===== src/rtl/abu_pkg.sv =====
// Shared constants and types for the address breakpoint unit and its CPU end.
// Assumes one 100 MHz clock and byte-wide register access.
package abu_pkg;

	// Widths
	localparam int ADDR_W   = 16;
	localparam int DATA_W   = 8;
	localparam int REG_AW   = 3;
	localparam int IRQ_W    = 2;

	typedef logic [ADDR_W-1:0] abu_addr_t;
	typedef logic [DATA_W-1:0] abu_byte_t;
	typedef logic [REG_AW-1:0] abu_reg_addr_t;
	typedef logic [IRQ_W-1:0]  abu_irq_t;

	// Register offsets
	localparam abu_reg_addr_t OFS_CTRL      = 3'h0;
	localparam abu_reg_addr_t OFS_MATCH_HI  = 3'h1;
	localparam abu_reg_addr_t OFS_MATCH_LO  = 3'h2;
	localparam abu_reg_addr_t OFS_WAIT_STAT = 3'h3;
	localparam abu_reg_addr_t OFS_FLAG_CTRL = 3'h4;
	localparam abu_reg_addr_t OFS_IRQ_STAT  = 3'h5;
	localparam abu_reg_addr_t OFS_IRQ_MASK  = 3'h6;

	// Field positions
	localparam int BIT_MATCH_EN   = 7;
	localparam int BIT_ACTIVE     = 6;
	localparam int BIT_WAIT_EXIT  = 1;
	localparam int BIT_FLAG_CLEAR = 7;
	localparam int IRQ_BIT_BREAK  = 0;
	localparam int IRQ_BIT_WAKE   = 1;

	// Reset values
	localparam abu_byte_t RST_BYTE = 8'h00;
	localparam abu_irq_t  RST_IRQ  = 2'h0;
	localparam abu_addr_t RST_ADDR = 16'h0000;

	// Break vector locations
	localparam abu_addr_t VEC_NORMAL  = 16'hfffc;
	localparam abu_addr_t VEC_MONITOR = 16'hfefc;

	typedef enum logic [1:0] {
		CPU_RUN,
		CPU_WAIT,
		CPU_STOP,
		CPU_BREAK
	} abu_cpu_state_t;

endpackage : abu_pkg


===== src/rtl/abu_if.sv =====
// Link between the breakpoint unit and the CPU core.
// Assumes both ends run on the same clock; the testbench joins them.
`timescale 1ns/1ps
interface abu_if;
	import abu_pkg::*;

	abu_addr_t     bus_addr;
	logic          addr_from_pc;
	abu_reg_addr_t reg_addr;
	abu_byte_t     reg_wdata;
	logic          reg_wr;
	logic          reg_rd;
	abu_byte_t     reg_rdata;
	logic          brk_req;
	abu_addr_t     vec_addr;
	logic          in_break;
	logic          low_wait;
	logic          low_stop;

	modport dev (
		input  bus_addr, addr_from_pc, reg_addr, reg_wdata, reg_wr, reg_rd,
		input  in_break, low_wait, low_stop,
		output reg_rdata, brk_req, vec_addr
	);

	modport cpu (
		output bus_addr, addr_from_pc, reg_addr, reg_wdata, reg_wr, reg_rd,
		output in_break, low_wait, low_stop,
		input  reg_rdata, brk_req, vec_addr
	);

endinterface : abu_if


===== src/rtl/abu_break_unit.sv =====
// Address breakpoint unit: compares program addresses, raises break requests,
// holds timers during a break, disables the watchdog there only with test voltage, and records low-power exits.
// Assumes the CPU end of abu_if on the same clock and software access via the link.
//
// Function
// - Request break when bus address equals match registers
// - Only program-counter addresses may trigger a match
// - CPU substitutes soft interrupt after current instruction
// - Vector normal or monitor location by mode
// - Writing one to active flag starts break
// - Match on last cycle breaks at once
// - Return from interrupt ends the break state
// - Timers hold while break is active
// - Watchdog off in break with test voltage
// - Flag clearing in break needs clear enable
// - Comparator keeps working during wait mode
// - Break in stop wakes and flags exit
// - Software may rewind return address for re-entry
// - Writing zero clears the wait exit flag
// - Full match needs enable; reset clears it
// - Match sets active flag; software/reset clear
// - Reset clears both match address bytes
// - Break leaving wait also sets exit flag
//
// Implementation choices: strobed register access and the register addresses.
`timescale 1ns/1ps
module abu_break_unit #(
	parameter int ADDR_W = abu_pkg::ADDR_W
) (
	// Clock, reset, enable
	input  wire logic   CLK,
	input  wire logic   RST,
	input  wire logic   CE,
	// Link to the CPU core
	abu_if.dev          LINK,
	// Pins
	input  wire logic   MONITOR_MODE,
	input  wire logic   TEST_VOLT_PIN,
	// Controls to neighbouring blocks
	output logic        TIMER_HOLD,
	output logic        WDOG_DISABLE,
	output logic        FLAG_CLEAR_OK,
	// Interrupt
	output logic        IRQ
);
	import abu_pkg::*;

	if (ADDR_W != abu_pkg::ADDR_W) begin : g_chk
		$error("abu_break_unit: ADDR_W must match the link address width");
	end

	logic      test_volt;
	logic      monitor;
	logic      en_ff;
	logic      active_ff;
	abu_byte_t hi_ff;
	abu_byte_t lo_ff;
	logic      wexit_ff;
	logic      fce_ff;
	abu_irq_t  istat_ff;
	abu_irq_t  imask_ff;
	logic      req_ff;
	abu_byte_t rdata_ff;
	abu_addr_t vec_ff;
	logic      hold_ff;
	logic      wdog_ff;
	logic      fclr_ff;
	logic      irq_ff;
	logic      match_now;
	logic      sw_start;
	logic      start;
	logic      wake;
	logic      wr_ctrl;
	logic      wr_wstat;
	logic      wr_istat;
	abu_irq_t  ev;

	// Pins come from outside the clock domain
	abu_sync2 u_sync_tv (
		.clk (CLK),
		.rst (RST),
		.ce  (CE),
		.d   (TEST_VOLT_PIN),
		.q   (test_volt)
	);

	abu_sync2 u_sync_mon (
		.clk (CLK),
		.rst (RST),
		.ce  (CE),
		.d   (MONITOR_MODE),
		.q   (monitor)
	);

	// Full-width compare, program fetches only, independent of wait
	assign match_now = en_ff && LINK.addr_from_pc && !LINK.in_break
		&& (LINK.bus_addr == {hi_ff, lo_ff});

	assign wr_ctrl  = LINK.reg_wr && (LINK.reg_addr == OFS_CTRL);
	assign wr_wstat = LINK.reg_wr && (LINK.reg_addr == OFS_WAIT_STAT);
	assign wr_istat = LINK.reg_wr && (LINK.reg_addr == OFS_IRQ_STAT);

	assign sw_start = wr_ctrl && LINK.reg_wdata[BIT_ACTIVE];
	assign start    = match_now || sw_start;

	// Request seen by a waiting or stopped core wakes it
	assign wake = req_ff && (LINK.low_wait || LINK.low_stop);
	assign ev   = {wake, start};

	// Enable bit
	always_ff @(posedge CLK) begin
		if (RST) begin
			en_ff <= 1'b0;
		end else if (CE) begin
			if (wr_ctrl) begin
				en_ff <= LINK.reg_wdata[BIT_MATCH_EN];
			end
		end
	end

	// Active flag, set wins over a clearing write
	always_ff @(posedge CLK) begin
		if (RST) begin
			active_ff <= 1'b0;
		end else if (CE) begin
			if (start) begin
				active_ff <= 1'b1;
			end else if (wr_ctrl) begin
				active_ff <= LINK.reg_wdata[BIT_ACTIVE];
			end
		end
	end

	// Match address bytes
	always_ff @(posedge CLK) begin
		if (RST) begin
			hi_ff <= RST_BYTE;
			lo_ff <= RST_BYTE;
		end else if (CE) begin
			if (LINK.reg_wr && (LINK.reg_addr == OFS_MATCH_HI)) begin
				hi_ff <= LINK.reg_wdata;
			end
			if (LINK.reg_wr && (LINK.reg_addr == OFS_MATCH_LO)) begin
				lo_ff <= LINK.reg_wdata;
			end
		end
	end

	// Registered request, held until the core enters the break state
	always_ff @(posedge CLK) begin
		if (RST) begin
			req_ff <= 1'b0;
		end else if (CE) begin
			if (start) begin
				req_ff <= 1'b1;
			end else if (LINK.in_break) begin
				req_ff <= 1'b0;
			end
		end
	end

	// Wait exit flag, cleared by writing zero
	always_ff @(posedge CLK) begin
		if (RST) begin
			wexit_ff <= 1'b0;
		end else if (CE) begin
			if (wake) begin
				wexit_ff <= 1'b1;
			end else if (wr_wstat && !LINK.reg_wdata[BIT_WAIT_EXIT]) begin
				wexit_ff <= 1'b0;
			end
		end
	end

	// Flag clear enable
	always_ff @(posedge CLK) begin
		if (RST) begin
			fce_ff <= 1'b0;
		end else if (CE) begin
			if (LINK.reg_wr && (LINK.reg_addr == OFS_FLAG_CTRL)) begin
				fce_ff <= LINK.reg_wdata[BIT_FLAG_CLEAR];
			end
		end
	end

	// Interrupt status: events set, write one clears, guarded in break
	always_ff @(posedge CLK) begin
		if (RST) begin
			istat_ff <= RST_IRQ;
		end else if (CE) begin
			if (wr_istat && (!LINK.in_break || fce_ff)) begin
				istat_ff <= (istat_ff & ~LINK.reg_wdata[IRQ_W-1:0]) | ev;
			end else begin
				istat_ff <= istat_ff | ev;
			end
		end
	end

	always_ff @(posedge CLK) begin
		if (RST) begin
			imask_ff <= RST_IRQ;
		end else if (CE) begin
			if (LINK.reg_wr && (LINK.reg_addr == OFS_IRQ_MASK)) begin
				imask_ff <= LINK.reg_wdata[IRQ_W-1:0];
			end
		end
	end

	// One cycle behind status; keeps the output glitch-free
	always_ff @(posedge CLK) begin
		if (RST) begin
			irq_ff <= 1'b0;
		end else if (CE) begin
			irq_ff <= |(istat_ff & imask_ff);
		end
	end

	// Read data one cycle after the strobe, zero elsewhere
	always_ff @(posedge CLK) begin
		if (RST) begin
			rdata_ff <= RST_BYTE;
		end else if (CE) begin
			rdata_ff <= RST_BYTE;
			if (LINK.reg_rd) begin
				if (LINK.reg_addr == OFS_CTRL) begin
					rdata_ff[BIT_MATCH_EN] <= en_ff;
					rdata_ff[BIT_ACTIVE]   <= active_ff;
				end else if (LINK.reg_addr == OFS_MATCH_HI) begin
					rdata_ff <= hi_ff;
				end else if (LINK.reg_addr == OFS_MATCH_LO) begin
					rdata_ff <= lo_ff;
				end else if (LINK.reg_addr == OFS_WAIT_STAT) begin
					rdata_ff[BIT_WAIT_EXIT] <= wexit_ff;
				end else if (LINK.reg_addr == OFS_FLAG_CTRL) begin
					rdata_ff[BIT_FLAG_CLEAR] <= fce_ff;
				end else if (LINK.reg_addr == OFS_IRQ_STAT) begin
					rdata_ff[IRQ_W-1:0] <= istat_ff;
				end else if (LINK.reg_addr == OFS_IRQ_MASK) begin
					rdata_ff[IRQ_W-1:0] <= imask_ff;
				end
			end
		end
	end

	// Break-state controls to the rest of the chip
	always_ff @(posedge CLK) begin
		if (RST) begin
			hold_ff <= 1'b0;
			wdog_ff <= 1'b0;
			fclr_ff <= 1'b1;
		end else if (CE) begin
			hold_ff <= LINK.in_break;
			wdog_ff <= LINK.in_break && test_volt;
			fclr_ff <= !LINK.in_break || fce_ff;
		end
	end

	// Vector location follows the synchronised monitor strap
	always_ff @(posedge CLK) begin
		if (RST) begin
			vec_ff <= VEC_NORMAL;
		end else if (CE) begin
			vec_ff <= monitor ? VEC_MONITOR : VEC_NORMAL;
		end
	end

	assign LINK.brk_req   = req_ff;
	assign LINK.reg_rdata = rdata_ff;
	assign LINK.vec_addr  = vec_ff;
	assign TIMER_HOLD     = hold_ff;
	assign WDOG_DISABLE   = wdog_ff;
	assign FLAG_CLEAR_OK  = fclr_ff;
	assign IRQ            = irq_ff;

endmodule : abu_break_unit


===== src/rtl/abu_sync2.sv =====
// Two-stage synchroniser for a level arriving from outside the clock domain.
// Assumes the level is slow against the clock.
`timescale 1ns/1ps
module abu_sync2 (
	// Clock and control
	input  wire logic clk,
	input  wire logic rst,
	input  wire logic ce,
	// Level
	input  wire logic d,
	output logic      q
);
	logic meta_ff;

	// First stage feeds only the second
	always_ff @(posedge clk) begin
		if (rst) begin
			meta_ff <= 1'b0;
			q       <= 1'b0;
		end else if (ce) begin
			meta_ff <= d;
			q       <= meta_ff;
		end
	end

endmodule : abu_sync2


===== src/flat_wrapper.sv =====
// flat-port wrapper written by rule: the top's interface ports become plain ports
module abu_break_unit_flat import abu_pkg::*;
#(
	parameter int ADDR_W = abu_pkg::ADDR_W
)
  (CLK, RST, CE, MONITOR_MODE, TEST_VOLT_PIN, TIMER_HOLD, WDOG_DISABLE, FLAG_CLEAR_OK, IRQ, LINK_bus_addr, LINK_addr_from_pc, LINK_reg_addr, LINK_reg_wdata, LINK_reg_wr, LINK_reg_rd, LINK_in_break, LINK_low_wait, LINK_low_stop, LINK_reg_rdata, LINK_brk_req, LINK_vec_addr);
  abu_if LINK_i ();
  input  wire logic CLK;
  input  wire logic RST;
  input  wire logic CE;
  input  wire logic MONITOR_MODE;
  input  wire logic TEST_VOLT_PIN;
  output logic TIMER_HOLD;
  output logic WDOG_DISABLE;
  output logic FLAG_CLEAR_OK;
  output logic IRQ;
  input wire logic [$bits(LINK_i.bus_addr)-1:0] LINK_bus_addr;
  input wire logic [$bits(LINK_i.addr_from_pc)-1:0] LINK_addr_from_pc;
  input wire logic [$bits(LINK_i.reg_addr)-1:0] LINK_reg_addr;
  input wire logic [$bits(LINK_i.reg_wdata)-1:0] LINK_reg_wdata;
  input wire logic [$bits(LINK_i.reg_wr)-1:0] LINK_reg_wr;
  input wire logic [$bits(LINK_i.reg_rd)-1:0] LINK_reg_rd;
  input wire logic [$bits(LINK_i.in_break)-1:0] LINK_in_break;
  input wire logic [$bits(LINK_i.low_wait)-1:0] LINK_low_wait;
  input wire logic [$bits(LINK_i.low_stop)-1:0] LINK_low_stop;
  output wire logic [$bits(LINK_i.reg_rdata)-1:0] LINK_reg_rdata;
  output wire logic [$bits(LINK_i.brk_req)-1:0] LINK_brk_req;
  output wire logic [$bits(LINK_i.vec_addr)-1:0] LINK_vec_addr;
  assign LINK_i.bus_addr = LINK_bus_addr;
  assign LINK_i.addr_from_pc = LINK_addr_from_pc;
  assign LINK_i.reg_addr = LINK_reg_addr;
  assign LINK_i.reg_wdata = LINK_reg_wdata;
  assign LINK_i.reg_wr = LINK_reg_wr;
  assign LINK_i.reg_rd = LINK_reg_rd;
  assign LINK_i.in_break = LINK_in_break;
  assign LINK_i.low_wait = LINK_low_wait;
  assign LINK_i.low_stop = LINK_low_stop;
  assign LINK_reg_rdata = LINK_i.reg_rdata;
  assign LINK_brk_req = LINK_i.brk_req;
  assign LINK_vec_addr = LINK_i.vec_addr;
  abu_break_unit #(.ADDR_W(ADDR_W)) u_core (.CLK(CLK), .RST(RST), .CE(CE), .LINK(LINK_i), .MONITOR_MODE(MONITOR_MODE), .TEST_VOLT_PIN(TEST_VOLT_PIN), .TIMER_HOLD(TIMER_HOLD), .WDOG_DISABLE(WDOG_DISABLE), .FLAG_CLEAR_OK(FLAG_CLEAR_OK), .IRQ(IRQ));
endmodule

===== config.mk =====
export PLATFORM = sky130hd
export DESIGN_NAME = abu_break_unit_flat
export DESIGN_NICKNAME = d
export VERILOG_FILES = /design/src/rtl/abu_pkg.sv /design/src/rtl/abu_if.sv /design/src/rtl/abu_break_unit.sv /design/src/rtl/abu_sync2.sv /design/src/flat_wrapper.sv
export SDC_FILE = /design/constraint.sdc
export NUM_CORES = 1
export LEC_CHECK = 0
export BUFFER_PORTS_ARGS = -buffer_cell sky130_fd_sc_hd__buf_4
export CAP_MARGIN = 10
export CORE_ASPECT_RATIO = 0.5
export CORE_MARGIN = 2
export CORE_UTILIZATION = 46
export DETAILED_ROUTE_END_ITERATION = 6
export PLACE_DENSITY = 0.73
export SLEW_MARGIN = 20
export SYNTH_ARGS = -nofsm -noshare
export SYNTH_HDL_FRONTEND = slang
export SYNTH_HIERARCHICAL = 1
export SYNTH_SLANG_ARGS = --single-unit

===== constraint.sdc =====
create_clock -name CLK -period 3.67 [get_ports CLK]
set_clock_uncertainty 0.05 [all_clocks]
set_input_delay 0 -clock CLK [delete_from_list [all_inputs] [get_ports CLK]]
set_output_delay 0 -clock CLK [all_outputs]
set_load 0.05 [all_outputs]

# Word-level counts from Yosys, hierarchy flattened
# Index checks and enable logic that the tools add are counted.
# word_totals
reg_bits	57
in_bits	38
elab_cells	86
output_inout_bits	29
# classes
eq_ne	7
bitwise_logic	5
mux	22
reduce_logical	33
# ops
op	n
$eq A16 B16 Y1	1
$mux W8	2
$reduce_and A2 Y1	8
$logic_and A1 B1 Y1	15
$mux W2	6
$mux W1	11
$eq A3 B3 Y1 const B	3
$mux W9	1
$eq A3 B2 Y1 const B	2
$mux W6	1
$reduce_bool A2 Y1	3
$mux W5	1
$and A2 B2 Y2	2
$or A2 B2 Y2	2
$eq A3 B1 Y1 const B	1
$logic_not A3 Y1	1
$logic_or A1 B1 Y1	3
$logic_not A1 Y1	2
$not A2 Y2	1
$reduce_or A2 Y1	1

# Logic depth before layout (Yosys ltp)
# depth
ltp_word	9
ltp_mapped	6
mapped_depth_nobuf	4

# Cells and area by module
# The synthesis kept the hierarchy.
# by_module_without_submodules
module	instances	area_each_um2	seq_area_each_um2	cells_each
abu_break_unit	1	2009.4	760.7	241
abu_sync2	2	67.6	40.0	6

# Worst setup path before layout
# OpenSTA, ideal clock, no wires.
# synth_timing
path_kind	flip-flop to flip-flop
from	register u_core.hi_ff[2]
to	register u_core.req_ff (netlist: u_core/LINK.brk_req)
path_slack_ps	2507
path_buffers	0
arrival_time_ps	1039
stages_incl_launch_ff	5
setup_ps	74
period_less_slack_ps	1163
t_required_ps	3546
cell_sequence	dfxtp_1 xor2_1 nor4_1 nand3_1 o21ai_0
# synth_between
elab_chain_len	5
word_cells_on_any_way	6
cone_classes	eq/ne (1); mux (1); reduce/logical (4)
# synth_rtl
element	line_no	source
start: declaration	abu_break_unit.sv:56	abu_byte_t hi_ff;
start signal: assignment	abu_break_unit.sv:141	hi_ff <= LINK.reg_wdata;
$eq A16 B16 Y1 (*)	abu_break_unit.sv:97	&& (LINK.bus_addr == {hi_ff, lo_ff});
$logic_and A1 B1 Y1 (*)	abu_break_unit.sv:97	
$logic_or A1 B1 Y1 (*)	abu_break_unit.sv:104	assign start = match_now || sw_start;
$reduce_bool A2 Y1 (no line)	n/a	
$reduce_and A2 Y1 (no line)	n/a	
end signal: assignment	abu_break_unit.sv:152	req_ff <= 1'b0;
end signal: assignment	abu_break_unit.sv:155	req_ff <= 1'b1;
end signal: assignment	abu_break_unit.sv:157	req_ff <= 1'b0;
end: declaration	abu_break_unit.sv:62	logic req_ff;
# Every way passes the cells marked *; elsewhere a longest branch is shown, timed or not.
# A chain may end at the register's enable or synchronous reset.

# Final worst setup path
# layout_timing
from	input CE
to	register u_core.hi_ff[6]
# layout_between
elab_chain_len	1
# layout_rtl
element	line_no	source
start: declaration	flat_wrapper.sv:10	input wire logic CE;
$reduce_and A2 Y1 (no line)	n/a	
# Every way passes these cells.

==> impl_metrics.csv <==
group,metric,value,unit
floorplan,design.portCount,67,
synth,synthArstFlopShare,0,%
floorplan,rows,17,
sta,maxSlewHeadroom,38.3,%
floorplan,start_util,48.2,%
sta,finalWorstSetupSlack,2.19,ns
synth,synth-seq-cells,42,
worst_setup_path,crit_arrival,1.66,ns
layout,multi_input_comb_area,1170,um2
sta,worst_hold_slack,0.0354,ns
status,outcome,"completed",
worst_setup_path,start_kind,"primary input",
layout,seq_area,841,um2
sta,rsz0062_at_grt,"no",
power,finalPower,911,uW
worst_setup_path,worstSetupPathType,"primary input to flip-flop",
worst_setup_path,regToRegStartpoint,"u_core/hi_ff[2]",
sta,finalHoldViolations,0,
cts,postCtsSetupBuffers,0,
worst_setup_path,critPathCaptureType,"flip-flop",
global_route,grt.overflow.total,0,
cts,clkTransAtPathRegs,0.08,ns
worst_setup_path,startpoint,"CE",
worst_setup_path,worstPathRequired,3.85,ns
drt,drt_wl_total,5.32,mm
cts,maximum_level_of_the_cts_h_tree,2,
layout,area_delta_synth_final,24.4,%
floorplan,design.die.area,5260,um2
drt,detailed_route_drc_error_count,0,
global_route,vias_in_the_first_global_route,1664,
layout,num-fill-cells,394,
hold_path,holdCritPathClass,"primary input to flip-flop",
worst_setup_path,critical-path-max-stage-delay,0.67,ns
layout,finish.net_count,346,
synth,synth_flop_cell,"sky130_fd_sc_hd__dfxtp_1",
flow_run,timing.max_cap.violations,0,
sta,finalWorstPathRequiredPeriod,1.48,ns
drt,dr.first_iter.drc_count,137,
synth,synth_enable_flop_cells,0,
synth,netlist_cell_types,43,
place,dp_hpwl,3.84,mm
drt,drt-wirelength-per-cell,14.6,um
cts,cts.root.buffer_cell,"sky130_fd_sc_hd__clkbuf_8",
drt,count_of_antenna_violating_nets_left_after_detailed_routing,0,
sta,setup_viol_count_final,0,
layout,insertedDiodeCount,0,
cts,tritoncts_clock_tree,"built",
place,dp_slack,1.93,ns
synth,fraction_of_the_yosys_area_taken_by_sequential_cells,39.2,%
drt,routed_via_count,1957,
cts,max-clock-path-buffers,2,
synth,syn_area_per_cell,8.48,um2
sta,tightestPinTransition,0.922,ns
synth,post_synth_inst_count,253,
synth,yosys_warnings,6,
cts,clk_latency_worst_skew_pair,0.30,ns
global_route,grt_antenna_before_repair,0,
sta,max_freq,674,MHz
cts,total_cts_buffers,5,
power,vdd_ir_drop_max,0.141,mV
sta,fin_tns_setup,0,ns
floorplan,dieWidth,101,um
hold_path,holdCritStartpoint,"LINK_low_wait",
place,place.port_buffers,51,
global_route,grt_usage,21.0,%
drt,viasPerCell,5.36,
floorplan,core-area,4450,um2
global_route,grt_first_pass_wirelength,8.34,mm
worst_setup_path,cp_max_fo,29,
sta,layout_worst_path_cycle_share,40.4,%
cts,tritoncts_num_sinks,42,
sta,timing_max_transition_violations_final,0,
power,power_dens_cells,341,nW/um2
drt,drt_pass1_iterations,6,
worst_setup_path,worst_path_max_delay_cell,"sky130_fd_sc_hd__nand3b_1",
place,gp_congestion,0.883,
global_route,maximum_number_of_pins_on_one_net_before_global_route_repair,42,
floorplan,dieHeight,52.3,um
worst_setup_path,path_cells,"buf_4 > nand3b_1 > nor2_4 > nand2_1 > a21oi_1",
synth,post_syn_area,2140,um2
power,power.leakage,0.00109,uW
layout,ratio_of_cells_with_drive_above_1_in_the_final_layout,21.4,%
==> path summary, 6_finish.rpt <==
kind,end,slack (ns),cells past startpoint
worst max-delay path,u_core/hi_ff[6],2.19,5
worst min-delay path,u_core/istat_ff[1],0.04,3
worst max register to register,u_core/LINK.brk_req,2.30,4
worst min register to register,u_core/LINK.reg_rdata[7],0.43,2
==> cell type report <==
type | count | area share (%)
multi-input combinational | 194 | 43.7
sequential | 42 | 31.5
timing repair buffer | 63 | 18.9
tap | 57 | 2.67
clock buffer | 5 | 2.58
clock inverter | 2 | 0.375
inverter | 2 | 0.281
==> Yosys cell counts, types with 3 or more instances <==
master                     number  area (um2)
sky130_fd_sc_hd__dfxtp_1       42         841
sky130_fd_sc_hd__a21oi_1       31         155
sky130_fd_sc_hd__nand2_1       25        93.8
sky130_fd_sc_hd__o21ai_0       22         110
sky130_fd_sc_hd__buf_4         16         120
sky130_fd_sc_hd__nor2_1        16        60.1
sky130_fd_sc_hd__xor2_1        15         131
sky130_fd_sc_hd__mux2i_1       12         120
sky130_fd_sc_hd__clkbuf_1       6        22.5
sky130_fd_sc_hd__nand2b_1       6        37.5
sky130_fd_sc_hd__nor2b_1        6        37.5
sky130_fd_sc_hd__a22o_1         4        35.0
sky130_fd_sc_hd__buf_2          4        20.0
sky130_fd_sc_hd__nand3_1        4        20.0
sky130_fd_sc_hd__nand3b_1       4        30.0
sky130_fd_sc_hd__nand4_1        3        18.8
sky130_fd_sc_hd__nor2_4         3        33.8
sky130_fd_sc_hd__nor4_1         3        18.8
==> registers in the layout, indices dropped and copies added (netlist names) <==
name / count
u_core/wexit_ff: 1
u_core/fce_ff: 1
u_core/FLAG_CLEAR_OK: 1
u_core/imask_ff: 2
u_core/LINK.vec_addr: 1
u_core/u_sync_mon/meta_ff: 1
u_core/hi_ff: 8
u_core/u_sync_tv/meta_ff: 1
u_core/en_ff: 1
u_core/IRQ: 1
u_core/LINK.brk_req: 1
u_core/u_sync_mon/q: 1
u_core/TIMER_HOLD: 1
u_core/u_sync_tv/q: 1
u_core/istat_ff: 2
u_core/LINK.reg_rdata: 8
u_core/active_ff: 1
u_core/lo_ff: 8
u_core/WDOG_DISABLE: 1
==> critical path, delay by kind of cell <==
kind | cells | cell delay [ns]
buffers and inverters | 1 | 0.27
AND/OR/NAND/NOR | 3 | 1.24
AO/OA/AOI/OAI | 1 | 0.14
==> cell usage in the layout, fill, tap and decap left out, types with 6 or more instances in the layout <==
cell type                       netlist  final
sky130_fd_sc_hd__a21oi_1             31     31
sky130_fd_sc_hd__conb_1               2     15
sky130_fd_sc_hd__buf_4               16     51
sky130_fd_sc_hd__xor2_1              15     15
sky130_fd_sc_hd__mux2i_1             12     12
sky130_fd_sc_hd__nand2b_1             6      6
sky130_fd_sc_hd__nand2_1             25     25
sky130_fd_sc_hd__dfxtp_1             42     42
sky130_fd_sc_hd__o21ai_0             22     22
sky130_fd_sc_hd__dlygate4sd3_1        0     12
sky130_fd_sc_hd__nor2b_1              6      6
sky130_fd_sc_hd__nor2_1              16     16
==> where the power goes <==
group / switching [uW] / total [uW] / leakage, uW / internal (uW)
combinational: 101 / 159 / 0.000708 / 57.9
clock: 156 / 284 / 0.0000438 / 128
sequential: 5.06 / 468 / 0.000340 / 463
==> repair_timing <==
item | CTS | global route
hold endpoints to repair | 25 | 0
setup endpoints to repair | 0 | 0
hold buffers | 12 | 0
resized for setup | 0 | 0
==> through the flow <==
stage | util (%) | cell area, um2 | cells
2_1_floorplan | - | 2190 | 266
3_3_place_gp | 55.5 | 2470 | 346
3_5_place_dp | 55.5 | 2470 | 346
4_1_cts | 60.0 | 2670 | 365
5_1_grt | 60.0 | 2670 | 365
6_report | 60.0 | 2670 | 365
==> metal layers <==
| layer | GRT usage, % | up-vias | wire length (um) |
|---|---|---|---|
| li1 | - | 963 | - |
| met1 | 28.1 | 903 | 2430 |
| met2 | 34.3 | 86 | 2460 |
| met3 | 5.07 | 5 | 376 |
| met4 | 6.16 | 0 | 48 |
| met5 | 0 | - | 0 |
==> logic make-up after synthesis <==
group / Yosys count / synth area share, %
compound gates: 72 / 19.3
mux: 12 / 5.60
other cells: 2 / 0.350
flops: 42 / 39.2
buf+inv: 30 / 8.69
xor+xnor: 16 / 6.53
simple gates: 79 / 20.3
Power figures use the tool's default switching activity.
